`src/pt32_pkg.sv`:
```
package pt32_pkg;

	// Byte addresses of the register words on APB
	localparam logic [7:0] ADDR_LOWER_CTRL   = 8'h00;
	localparam logic [7:0] ADDR_UPPER_CTRL   = 8'h04;
	localparam logic [7:0] ADDR_LOWER_COUNT  = 8'h08;
	localparam logic [7:0] ADDR_UPPER_COUNT  = 8'h0c;
	localparam logic [7:0] ADDR_UPPER_HOLD   = 8'h10;
	localparam logic [7:0] ADDR_LOWER_PERIOD = 8'h14;
	localparam logic [7:0] ADDR_UPPER_PERIOD = 8'h18;
	localparam logic [7:0] ADDR_IRQ_CTRL     = 8'h1c;
	localparam logic [7:0] ADDR_STATUS       = 8'h20;

	// Control register field positions
	localparam int BIT_RUN_ENABLE   = 15;
	localparam int BIT_STOP_IN_IDLE = 13;
	localparam int BIT_GATE_ENABLE  = 6;
	localparam int BIT_PRESCALE_HI  = 5;
	localparam int BIT_PRESCALE_LO  = 4;
	localparam int BIT_PAIR_MODE    = 3;
	localparam int BIT_CLOCK_SRC    = 1;

	// Interrupt control register: flag, enable, priority
	localparam int BIT_IRQ_FLAG    = 0;
	localparam int BIT_IRQ_ENABLE  = 1;
	localparam int BIT_IRQ_PRIO_LO = 4;
	localparam int BIT_IRQ_PRIO_HI = 6;
	// Lower timer's own flag and enable, ignored while paired
	localparam int BIT_LOWER_FLAG   = 8;
	localparam int BIT_LOWER_ENABLE = 9;

	// Reset values
	localparam logic [15:0] CTRL_RESET   = 16'h0000;
	localparam logic [15:0] PERIOD_RESET = 16'hffff;
	localparam logic [15:0] COUNT_RESET  = 16'h0000;

	// Prescaler terminal counts for 1:1, 1:8, 1:64, 1:256
	localparam logic [7:0] PRE_DIV1   = 8'h00;
	localparam logic [7:0] PRE_DIV8   = 8'h07;
	localparam logic [7:0] PRE_DIV64  = 8'h3f;
	localparam logic [7:0] PRE_DIV256 = 8'hff;

	// Instruction cycle clock divider from mclk (1 = every mclk)
	localparam logic [3:0] CYCLE_DIV = 4'h1;

	// Operating modes
	typedef enum logic [1:0] {
		PT32_TIMER   = 2'b00,
		PT32_GATED   = 2'b01,
		PT32_COUNTER = 2'b10
	} pt32_mode_t;

endpackage

```
`src/pt32_ctl_if.sv`:
```
`timescale 1ns/1ps
// Control view passed from the register file to the counting core
interface pt32_ctl_if;
	logic        run;
	logic        preClr;
	logic [1:0]  prescale;
	logic        clkSrc;
	logic        gateEn;
	logic        cycleTick;
	logic        extRise;
	logic        extFall;
	logic        extLevel;
	logic        preTick;
	modport core (input run, preClr, prescale, clkSrc, gateEn, cycleTick,
		extRise, extFall, extLevel, output preTick);
	modport regs (output run, preClr, prescale, clkSrc, gateEn, cycleTick,
		extRise, extFall, extLevel, input preTick);
endinterface

```
`src/pt32_prescaler.sv`:
```
`timescale 1ns/1ps
module pt32_prescaler
	import pt32_pkg::*;
(
	input  wire logic mclk,
	input  wire logic rst,
	pt32_ctl_if.core  ctl
);

	typedef struct packed {
		logic [7:0] cnt;
		logic       tick;
		logic       extArmed;
	} pt32_pre_t;

	pt32_pre_t cur_ff;
	pt32_pre_t nxt_cur;
	logic      srcEdge;
	logic [7:0] term;

	// Clock source select and terminal count
	always_comb begin
		unique case (ctl.prescale)
			2'b00: term = PRE_DIV1;
			2'b01: term = PRE_DIV8;
			2'b10: term = PRE_DIV64;
			2'b11: term = PRE_DIV256;
		endcase
		// [RULE6] source per mode
		if (ctl.clkSrc) begin
			srcEdge = ctl.extRise;
		end else if (ctl.gateEn) begin
			srcEdge = ctl.cycleTick & ctl.extLevel;
		end else begin
			srcEdge = ctl.cycleTick;
		end
	end

	// Divider; first external edge only arms the counter
	always_comb begin
		nxt_cur = cur_ff;
		nxt_cur.tick = 1'b0;
		// [RULE12] prescaler clear
		if (ctl.preClr || !ctl.run) begin
			nxt_cur.cnt = 8'h00;
			nxt_cur.extArmed = 1'b0;
		end else if (srcEdge) begin
			// [RULE21] skip first external rising edge
			if (ctl.clkSrc && !cur_ff.extArmed) begin
				nxt_cur.extArmed = 1'b1;
			end else if (cur_ff.cnt == term) begin
				// [RULE11] divide ratio reached
				nxt_cur.cnt = 8'h00;
				nxt_cur.tick = 1'b1;
			end else begin
				nxt_cur.cnt = cur_ff.cnt + 8'h01;
			end
		end
	end

	always_ff @(posedge mclk) begin
		if (rst) begin
			cur_ff <= '0;
		end else begin
			cur_ff <= nxt_cur;
		end
	end

	assign ctl.preTick = cur_ff.tick;

endmodule

```
`src/pt32_timer.sv`:
```
`timescale 1ns/1ps
////////////////////////////////////////////////////////////////////////////////
// How it works
// [RULE1] Pair mode bit 3 joins upper and lower into one 32-bit count.
// [RULE2] When paired, lower control steers; upper control only gives idle stop.
// [RULE3] Paired, upper interrupt flag, enable, priority act; lower ones inert.
// [RULE4] Fixed pairs only; this instance is one even/odd pair, even is low.
// [RULE5] Three modes: timer, gated timer, synchronous counter.
// [RULE6] Timer and gated use cycle clock; counter uses external pin.
// [RULE7] Source bit 1 and gate bit 6 choose the mode.
// [RULE8] External input always passes a synchroniser; no async mode.
// [RULE9] Count resets on the input clock edge after period match.
// [RULE10] Flag sets one cycle after match is detected.
// [RULE11] Prescaler ratios 1, 8, 64, 256 from bits 5:4.
// [RULE12] Prescaler clears on count write, control write, stop, reset.
// [RULE13] Run bit 15 starts and stops the whole pair.
// [RULE14] Holding register works only while paired.
// [RULE15] Reading lower count copies upper count into holding register.
// [RULE16] Software reads lower first, then holding, for coherent value.
// [RULE17] Write holding first; lower write moves holding into upper.
// [RULE18] Match raises interrupt; gated mode raises it on gate fall.
// [RULE19] Zero period with timer running never raises an interrupt.
// [RULE20] In idle, pair runs only if both stop-in-idle bits are clear.
// [RULE21] Counter mode starts on second external rising edge.
// [RULE22] Upper word advances on lower wrap; match uses 32-bit period.
// [RULE23] Software stops both timers before setting pair mode.
module pt32_timer
	import pt32_pkg::*;
(
	input  wire logic        mclk,
	input  wire logic        rst,
	input  wire logic        psel,
	input  wire logic        penable,
	input  wire logic        pwrite,
	input  wire logic [7:0]  paddr,
	input  wire logic [31:0] pwdata,
	output logic             pready,
	output logic [31:0]      prdata,
	output logic             pslverr,
	input  wire logic        lowerExtClockIn,
	input  wire logic        idleReq,
	output logic             pairIrq,
	output logic [2:0]       pairIrqPriority
);

	// The lower word is the even timer of the pair, the upper the odd
	// one; other pairings cannot be built from this block
	// [RULE4] one fixed pair
	typedef struct packed {
		logic [15:0] lowerCtrl;
		logic [15:0] upperCtrl;
		logic [15:0] lowerCount;
		logic [15:0] upperCount;
		logic [15:0] upperHold;
		logic [15:0] lowerPeriod;
		logic [15:0] upperPeriod;
		logic        pairFlag;
		logic        pairEnable;
		logic [2:0]  pairPrio;
		logic        lowerFlag;
		logic        lowerEnable;
		logic        matchPend;
		logic        wrapPend;
		logic [1:0]  extSync;
		logic        extLast;
		logic [1:0]  idleSync;
		logic [3:0]  divCnt;
		logic        cycleTick;
		logic        pready;
		logic        pslverr;
		logic [31:0] prdata;
		logic        irqOut;
		logic [2:0]  prioOut;
	} pt32_state_t;

	pt32_state_t cur_ff;
	pt32_state_t nxt_cur;
	pt32_ctl_if  ctl ();

	logic        pairMode;
	logic        runEnable;
	logic        stopIdle;
	logic        inIdle;
	logic        accessRd;
	logic        accessWr;
	logic [31:0] fullCount;
	logic [31:0] fullPeriod;
	logic        periodMatch;
	pt32_mode_t  mode;

	////////////////////////////////////////////////////////////////////////////
	// Decoded control
	// [RULE1] pair bit decode
	assign pairMode  = cur_ff.lowerCtrl[BIT_PAIR_MODE];
	// Run, gate and prescale bits written to the upper word do nothing
	// [RULE2] upper control ignored
	// [RULE13] single run enable
	assign runEnable = cur_ff.lowerCtrl[BIT_RUN_ENABLE];
	// Idle request is asynchronous; only its second stage is read
	// [RULE20] either idle stop bit halts the pair in idle
	assign stopIdle  = cur_ff.lowerCtrl[BIT_STOP_IN_IDLE]
		| (pairMode & cur_ff.upperCtrl[BIT_STOP_IN_IDLE]);
	assign inIdle    = cur_ff.idleSync[1] & stopIdle;
	assign accessRd  = psel & penable & ~pwrite;
	assign accessWr  = psel & penable & pwrite;
	// Unpaired, the upper halves read as zero so one compare serves both
	// [RULE22] full count and period
	assign fullCount  = pairMode ? {cur_ff.upperCount, cur_ff.lowerCount}
		: {16'h0000, cur_ff.lowerCount};
	assign fullPeriod = pairMode ? {cur_ff.upperPeriod, cur_ff.lowerPeriod}
		: {16'h0000, cur_ff.lowerPeriod};
	// [RULE19] zero period never matches
	assign periodMatch = (fullCount == fullPeriod) && (fullPeriod != 32'h0);

	// Each mode behaves as a lone timer would; only the width differs
	// [RULE5] three operating modes
	// [RULE7] mode from source and gate bits
	always_comb begin
		if (cur_ff.lowerCtrl[BIT_CLOCK_SRC]) begin
			mode = PT32_COUNTER;
		end else if (cur_ff.lowerCtrl[BIT_GATE_ENABLE]) begin
			mode = PT32_GATED;
		end else begin
			mode = PT32_TIMER;
		end
	end

	////////////////////////////////////////////////////////////////////////////
	// Prescaler hookup; idle holds it stopped like a clear run bit
	assign ctl.run       = runEnable & ~inIdle;
	assign ctl.prescale  = cur_ff.lowerCtrl[BIT_PRESCALE_HI:BIT_PRESCALE_LO];
	assign ctl.clkSrc    = mode == PT32_COUNTER;
	assign ctl.gateEn    = mode == PT32_GATED;
	assign ctl.cycleTick = cur_ff.cycleTick;
	// [RULE8] edges only from the second synchroniser stage
	assign ctl.extLevel  = cur_ff.extSync[1];
	assign ctl.extRise   = cur_ff.extSync[1] & ~cur_ff.extLast;
	assign ctl.extFall   = ~cur_ff.extSync[1] & cur_ff.extLast;
	// Only the first access edge clears, so one write clears once
	// [RULE12] register writes that clear the prescaler
	assign ctl.preClr    = accessWr & ~cur_ff.pready
		& (paddr == ADDR_LOWER_COUNT || paddr == ADDR_LOWER_CTRL);

	pt32_prescaler u_pre (
		.mclk (mclk),
		.rst  (rst),
		.ctl  (ctl)
	);

	////////////////////////////////////////////////////////////////////////////
	// Next state: counting, interrupts and the register file
	always_comb begin
		nxt_cur = cur_ff;
		// Synchronisers; the first stage feeds only the second
		// Pin pulses shorter than one clock may be missed entirely
		nxt_cur.extSync  = {cur_ff.extSync[0], lowerExtClockIn};
		nxt_cur.extLast  = cur_ff.extSync[1];
		nxt_cur.idleSync = {cur_ff.idleSync[0], idleReq};
		// Instruction cycle enable
		// Held at one, the divider ticks on every clock
		if (cur_ff.divCnt >= CYCLE_DIV - 4'h1) begin
			nxt_cur.divCnt = 4'h0;
			nxt_cur.cycleTick = 1'b1;
		end else begin
			nxt_cur.divCnt = cur_ff.divCnt + 4'h1;
			nxt_cur.cycleTick = 1'b0;
		end

		// Counting on each prescaled tick
		if (ctl.preTick && ctl.run) begin
			// A matched count waits for the next input tick before it
			// clears, so the first interval is one tick short of later
			// ones; software needing even spacing drops the first event
			// [RULE9] reset on next tick
			if (periodMatch) begin
				nxt_cur.lowerCount = COUNT_RESET;
				if (pairMode) begin
					nxt_cur.upperCount = COUNT_RESET;
				end
			end else begin
				// Carry lands in the clock the low word rolls over
				// [RULE22] carry into upper word
				nxt_cur.lowerCount = cur_ff.lowerCount + 16'h0001;
				if (pairMode && cur_ff.lowerCount == 16'hffff) begin
					nxt_cur.upperCount = cur_ff.upperCount + 16'h0001;
				end
			end
		end
		// Match edge detector: a count parked on the period value under a
		// slow prescaler must raise one event, not one per clock
		nxt_cur.matchPend = periodMatch && runEnable;
		// [RULE10] flag one cycle after detection
		nxt_cur.wrapPend = periodMatch && runEnable && !cur_ff.matchPend
			&& mode != PT32_GATED;

		////////////////////////////////////////////////////////////////////////
		// APB slave: one wait state, answer in the second access cycle
		// The registered answer costs a cycle per access but keeps the
		// read mux off the bus outputs; registers update at the first
		// access edge, while the master still holds the request
		nxt_cur.pready  = 1'b0;
		nxt_cur.pslverr = 1'b0;
		if (psel && penable && !cur_ff.pready) begin
			nxt_cur.pready = 1'b1;
			nxt_cur.prdata = 32'h0;
			unique case (paddr)
				ADDR_LOWER_CTRL: begin
					nxt_cur.prdata[15:0] = cur_ff.lowerCtrl;
					// Pairing is not guarded while counting;
					// stray counts follow unless the lower run bit is clear
					// [RULE23] stop before pairing
					if (pwrite) begin
						nxt_cur.lowerCtrl = pwdata[15:0];
					end
				end
				ADDR_UPPER_CTRL: begin
					nxt_cur.prdata[15:0] = cur_ff.upperCtrl;
					if (pwrite) begin
						nxt_cur.upperCtrl = pwdata[15:0];
					end
				end
				ADDR_LOWER_COUNT: begin
					nxt_cur.prdata[15:0] = cur_ff.lowerCount;
					// Both halves come from one state word, so a
					// carry in this very cycle cannot split them
					// [RULE15] snapshot upper on lower read
					if (accessRd && pairMode) begin
						nxt_cur.upperHold = cur_ff.upperCount;
					end
					if (pwrite) begin
						nxt_cur.lowerCount = pwdata[15:0];
						// [RULE17] holding moves into upper
						if (pairMode) begin
							nxt_cur.upperCount = cur_ff.upperHold;
						end
					end
				end
				ADDR_UPPER_COUNT: begin
					nxt_cur.prdata[15:0] = cur_ff.upperCount;
					if (pwrite) begin
						nxt_cur.upperCount = pwdata[15:0];
					end
				end
				ADDR_UPPER_HOLD: begin
					// Unpaired, it reads zero and drops writes
					// [RULE14] holding active only when paired
					nxt_cur.prdata[15:0] = pairMode ? cur_ff.upperHold
						: 16'h0000;
					if (pwrite && pairMode) begin
						nxt_cur.upperHold = pwdata[15:0];
					end
				end
				ADDR_LOWER_PERIOD: begin
					nxt_cur.prdata[15:0] = cur_ff.lowerPeriod;
					if (pwrite) begin
						nxt_cur.lowerPeriod = pwdata[15:0];
					end
				end
				ADDR_UPPER_PERIOD: begin
					nxt_cur.prdata[15:0] = cur_ff.upperPeriod;
					if (pwrite) begin
						nxt_cur.upperPeriod = pwdata[15:0];
					end
				end
				ADDR_IRQ_CTRL: begin
					nxt_cur.prdata[BIT_IRQ_FLAG]   = cur_ff.pairFlag;
					nxt_cur.prdata[BIT_IRQ_ENABLE] = cur_ff.pairEnable;
					nxt_cur.prdata[BIT_IRQ_PRIO_HI:BIT_IRQ_PRIO_LO] =
						cur_ff.pairPrio;
					nxt_cur.prdata[BIT_LOWER_FLAG]   = cur_ff.lowerFlag;
					nxt_cur.prdata[BIT_LOWER_ENABLE] = cur_ff.lowerEnable;
					if (pwrite) begin
						nxt_cur.pairFlag    = pwdata[BIT_IRQ_FLAG];
						nxt_cur.pairEnable  = pwdata[BIT_IRQ_ENABLE];
						nxt_cur.pairPrio    =
							pwdata[BIT_IRQ_PRIO_HI:BIT_IRQ_PRIO_LO];
						nxt_cur.lowerFlag   = pwdata[BIT_LOWER_FLAG];
						nxt_cur.lowerEnable = pwdata[BIT_LOWER_ENABLE];
					end
				end
				ADDR_STATUS: begin
					// Read only; writes here are taken and dropped
					nxt_cur.prdata[1:0] = mode;
					nxt_cur.prdata[2]   = ctl.run;
					nxt_cur.prdata[3]   = cur_ff.extSync[1];
				end
				default: begin
					nxt_cur.pslverr = 1'b1;
				end
			endcase
		end

		////////////////////////////////////////////////////////////////////////
		// Hardware set after software access so the set wins; a clear
		// landing with a new event would otherwise lose that event
		// [RULE18] match event, or gate falling edge in gated mode
		if (cur_ff.wrapPend || (mode == PT32_GATED && ctl.extFall
				&& runEnable && !inIdle)) begin
			// [RULE3] paired events go to upper flag only
			if (pairMode) begin
				nxt_cur.pairFlag = 1'b1;
			end else begin
				nxt_cur.lowerFlag = 1'b1;
			end
		end

		// Interrupt request: pairs use upper controls, needs nonzero prio
		// Paired, a zero priority parks the source even with its enable set
		// [RULE3] upper enable and priority
		if (pairMode) begin
			nxt_cur.irqOut  = cur_ff.pairFlag & cur_ff.pairEnable
				& (cur_ff.pairPrio != 3'h0);
			nxt_cur.prioOut = cur_ff.pairPrio;
		end else begin
			nxt_cur.irqOut  = cur_ff.lowerFlag & cur_ff.lowerEnable;
			nxt_cur.prioOut = 3'h0;
		end
	end

	// State register; reset also clears the prescaler
	// Periods reset to all ones so a fresh timer never matches early
	always_ff @(posedge mclk) begin
		if (rst) begin
			cur_ff <= '0;
			cur_ff.lowerCtrl   <= CTRL_RESET;
			cur_ff.upperCtrl   <= CTRL_RESET;
			cur_ff.lowerPeriod <= PERIOD_RESET;
			cur_ff.upperPeriod <= PERIOD_RESET;
		end else begin
			cur_ff <= nxt_cur;
		end
	end

	////////////////////////////////////////////////////////////////////////////
	// Outputs straight from flip-flops
	// Nothing combinational reaches a pin
	assign pready          = cur_ff.pready;
	assign prdata          = cur_ff.prdata;
	assign pslverr         = cur_ff.pslverr;
	assign pairIrq         = cur_ff.irqOut;
	assign pairIrqPriority = cur_ff.prioOut;

endmodule

```
`config.mk`:
```
export PLATFORM = sky130hd
export DESIGN_NAME = pt32_timer
export DESIGN_NICKNAME = d
export VERILOG_FILES = /design/src/pt32_pkg.sv /design/src/pt32_ctl_if.sv /design/src/pt32_prescaler.sv /design/src/pt32_timer.sv
export SDC_FILE = /design/constraint.sdc
export NUM_CORES = 1
export LEC_CHECK = 0
export BUFFER_PORTS_ARGS = -buffer_cell sky130_fd_sc_hd__buf_2
export CAP_MARGIN = 20
export CORE_MARGIN = 3
export CORE_UTILIZATION = 47
export CTS_BUF_LIST = sky130_fd_sc_hd__clkbuf_8 sky130_fd_sc_hd__clkbuf_16
export CTS_CLUSTER_SIZE = 8
export DETAILED_ROUTE_END_ITERATION = 10
export PLACE_DENSITY = 0.73
export RECOVER_POWER = 25
export SLEW_MARGIN = 20
export SYNTH_ARGS = -nofsm -noshare
export SYNTH_HDL_FRONTEND = slang
export SYNTH_HIERARCHICAL = 1
export SYNTH_SLANG_ARGS = --single-unit
```
`constraint.sdc`:
```
create_clock -name mclk -period 3.77 [get_ports mclk]
set_input_delay 0.754 -clock mclk [delete_from_list [all_inputs] [get_ports mclk]]
set_output_delay 0.754 -clock mclk [all_outputs]
set_load 0.01 [all_outputs]
```
==> flow_metrics.tcl <==
set metrics [dict create \
    nFillCells 1637 \
    startpoint_type "primary input" \
    routed-wl-met2_um 12000 \
    synthArstFlopShare 0 \
    fin_ws_ns 0.642 \
    die_area_um2 19600 \
    synth-main-ff-cell "dfxtp_1" \
    endpoint_kind "register" \
    start_util 0.485 \
    met1_length_um 10900 \
    wl_met3_um 3020 \
    vias 8158 \
    setup_violations 0 \
    hold_class "register to register" \
    gp_congestion 1.00 \
    h-tree-depth 4 \
    grt_start_max_net_pins 63 \
    syn_inst 1040 \
    yosysUniqueCellTypes 76 \
    grt.total_usage 0.273 \
    grt_overflow_total 0 \
    violations "max-capacitance violations, max-slew violations" \
    dr.pass1.iters 9 \
    avgRoutedWirePerCell_um 21.2 \
    postCtsHoldBufs 0 \
    cts_buffer_depth 2 \
    synth.cell_area_um2 8450 \
    drtIter0Drc 1219 \
    layout_worst_path_cycle_share 0.830 \
    path_clk_slew_ns 0.08 \
    status "finished, violations left" \
    power.leakage_nw 3.34 \
    relSlewSlack -0.266 \
    syn_area_per_cell_um2 8.12 \
    vias_per_cell 6.34 \
    min_to "cur_ff[48]" \
    cts_resized 0 \
    r2r_end "u_pre/ctl.preTick" \
    io_pins 85 \
    grt_pass1_wl_um 42400 \
    cpMostUsedCell "clkbuf_1" \
    tritoncts "built" \
    worst-path-max-fanout 18 \
    antenna_cells 0 \
    grt_pass1_vias 7408 \
    reg2regPathDepth 5 \
    portBuffers 52 \
    finalNetCount 1098 \
    ys_seq_area_frac 0.377 \
    syn_to_final_growth_pct 9.69 \
    layout_min_cycle_time_ns 3.13 \
    critPathTopFamily "buffers and inverters" \
    rsz0062_at_grt "false" \
    yosysWarnings 6 \
    r2r-start "cur_ff[154]" \
    worstHoldPathCells 1 \
    wl_um 27300 \
    pre_cts_ws_ns 0.574 \
    die_h_um 140 \
    cts_sinks 159 \
    clk_latency_ns 0.45 \
    hpwl_um 19000 \
    slew_viol_final 8 \
    critical_path_required_ns 4.05 \
    arrival_ns 3.41 \
    fmax_ghz 0.320 \
    crit_path_cell_trace "clkbuf_1 > nor4_1 > and2_0 > clkbuf_1 > nand2_1 > clkbuf_2 > mux2i_1 > nor2_1" \
    path_buf_inv 3 \
    core_um2 17400 \
    drc 0 \
    cts_buffers 17 \
    drive_gt1_frac 0.108 \
    final_core_util 0.532 \
    path_class "primary input to register" \
    fin_skew_ns 0.0118 \
    drv_cap 1 \
    rows 48 \
    power.density_nw_per_um2 399 \
    ant_nets 0 \
    cts-root-buf "clkbuf_16" \
    slowest_stage "clkbuf_1" \
    die_x_um 140 \
    antenna_found_initial 0 \
    ys_ff_latch 159 \
    finalHoldViolations 0 \
    worst_ir_drop_vdd_mv 0.340 \
    top_layer "met4" \
    r2r_setup_slack_ns 0.80 \
    fin_tns_setup_ns 0 \
    min-delay-start "cur_ff[49]" \
    postCtsSetupRepairBufs 0 \
    synth_edf_count 0 \
    max_stage_delay_ns 0.79 \
    tightest_slew_ns 1.85 \
]
per-layer routing:
layer / up-vias / global-route usage
met1: 3805 / 0.371
li1: 3730 / -
met3: 97 / 0.0628
met2: 526 / 0.413
met4: 0 / 0.128
met5: - / 0
state kept, by name, summed over array words and instances, names as in the netlist:
register	cells
pready	1
pslverr	1
ctl.extLevel	1
ctl.prescale	2
u_pre/ctl.preTick	1
u_pre/cur_ff	9
pairIrq	1
prdata	16
pairIrqPriority	3
ctl.cycleTick	1
cur_ff	123
area by class of cell:
type | count | area (um^2) | share of cell area
flip-flops and latches | 159 | 3180 | 0.344
repair buffers | 83 | 458 | 0.0494
well taps | 225 | 282 | 0.0304
multi-input cells | 777 | 4690 | 0.506
clock buffers | 17 | 425 | 0.0459
clock inverters | 15 | 194 | 0.0209
inverters | 10 | 37.5 | 0.00405
synth_stat cells, types with 4 or more instances:
cell type,n,area share
a22oi_1,50,0.044
dfxtp_1,159,0.38
nor2b_1,12,0.0089
nand4_1,19,0.014
nor2_1,94,0.042
nand4b_1,6,0.0062
buf_4,39,0.035
a311oi_1,20,0.021
nand2b_1,5,0.0037
nor3_1,19,0.011
a211oi_1,11,0.0098
xnor2_1,34,0.035
and3_1,12,0.0089
a32oi_1,4,0.0041
a222oi_1,8,0.0095
buf_2,11,0.0065
buf_1,4,0.0018
nand3_1,44,0.026
or3_1,7,0.0052
a221oi_1,13,0.013
inv_1,8,0.0036
o21ai_0,22,0.013
mux2_2,5,0.0067
a211o_1,4,0.0041
clkbuf_1,53,0.024
nand2_1,178,0.079
and2_1,7,0.0052
xor2_1,12,0.012
mux2i_1,41,0.049
a21oi_1,42,0.025
nor4_1,15,0.011
a31oi_1,8,0.0059
nor3b_1,5,0.0044
o211ai_1,4,0.0036
where the power goes:
group | leakage, nW | switching [W] | internal [W] | total, W
Sequential | 1.29 | 0.0000134 | 0.00169 | 0.00171
Combinational | 1.75 | 0.000138 | 0.0000543 | 0.000193
Clock | 0.299 | 0.000841 | 0.000958 | 0.00180
Total | 3.34 | 0.000993 | 0.00271 | 0.00370
layout by cell type, fill, tap and decap left out, types with 4 or more instances in the layout:
cell type and instances:
buf_2 28, mux2_2 5, clkinv_8 4, a311oi_1 20, inv_8 5, or3_1 7, o211ai_1 4, nand2b_1 5
inv_1 8, nor4_1 15, buf_4 29, a222oi_1 8, nand3_1 44, nand2_1 178, a21oi_1 42, nor2_1 94
and2_1 6, nand4b_1 6, nand4_1 19, a221oi_1 13, mux2i_1 41, xnor2_1 34, a22oi_1 50, clkbuf_16 17
nor3_1 19, clkbuf_1 24, a31oi_1 8, xor2_1 12, o21ai_0 22, dfxtp_1 159, nor2b_1 12, a211o_1 4
nor3b_1 5, and3_1 12, a211oi_1 11, a32oi_1 4, conb_1 16
per-stage QoR:
step / cells / area [um^2] / total power [W] / hold slack [ns]
2_1_floorplan: 1055 / 8500 / 0.00188 / 0.373
3_3_place_gp: 1254 / 8700 / 0.00193 / 0.375
3_5_place_dp: 1254 / 8700 / 0.00193 / 0.379
4_1_cts: 1286 / 9320 / 0.00370 / 0.389
5_1_grt: 1286 / 9270 / 0.00379 / 0.402
6_report: 1286 / 9270 / 0.00370 / 0.389
worst max-delay path by stage:
| stage | slack, ns | endpoint | depth (start not counted) | start |
|---|---|---|---|---|
| 3_5_place_dp | 0.57 | cur_ff[120] | 8 | paddr[5] |
| 3_3_place_gp | 0.59 | cur_ff[120] | 8 | paddr[5] |
| 6_report | 0.64 | cur_ff[153] | 8 | paddr[3] |
| 4_1_cts | 0.92 | cur_ff[120] | 7 | cur_ff[105] |
| 2_1_floorplan | 0.83 | u_pre/cur_ff[4] | 10 | paddr[2] |
| 5_1_grt | 0.52 | cur_ff[167] | 8 | paddr[3] |
logic make-up after synthesis:
| logic type | share of synthesized area |
|---|---|
| flip-flops | 0.377 |
| XOR/XNOR | 0.0477 |
| AO/OA/AOI/OAI | 0.186 |
| AND/OR/NAND/NOR | 0.257 |
| multiplexers | 0.0553 |
| adder cells (fa/ha/maj) | 0.00444 |
| other | 0.000444 |
| buffers and inverters | 0.0729 |
(Power assumes the default switching activity.)
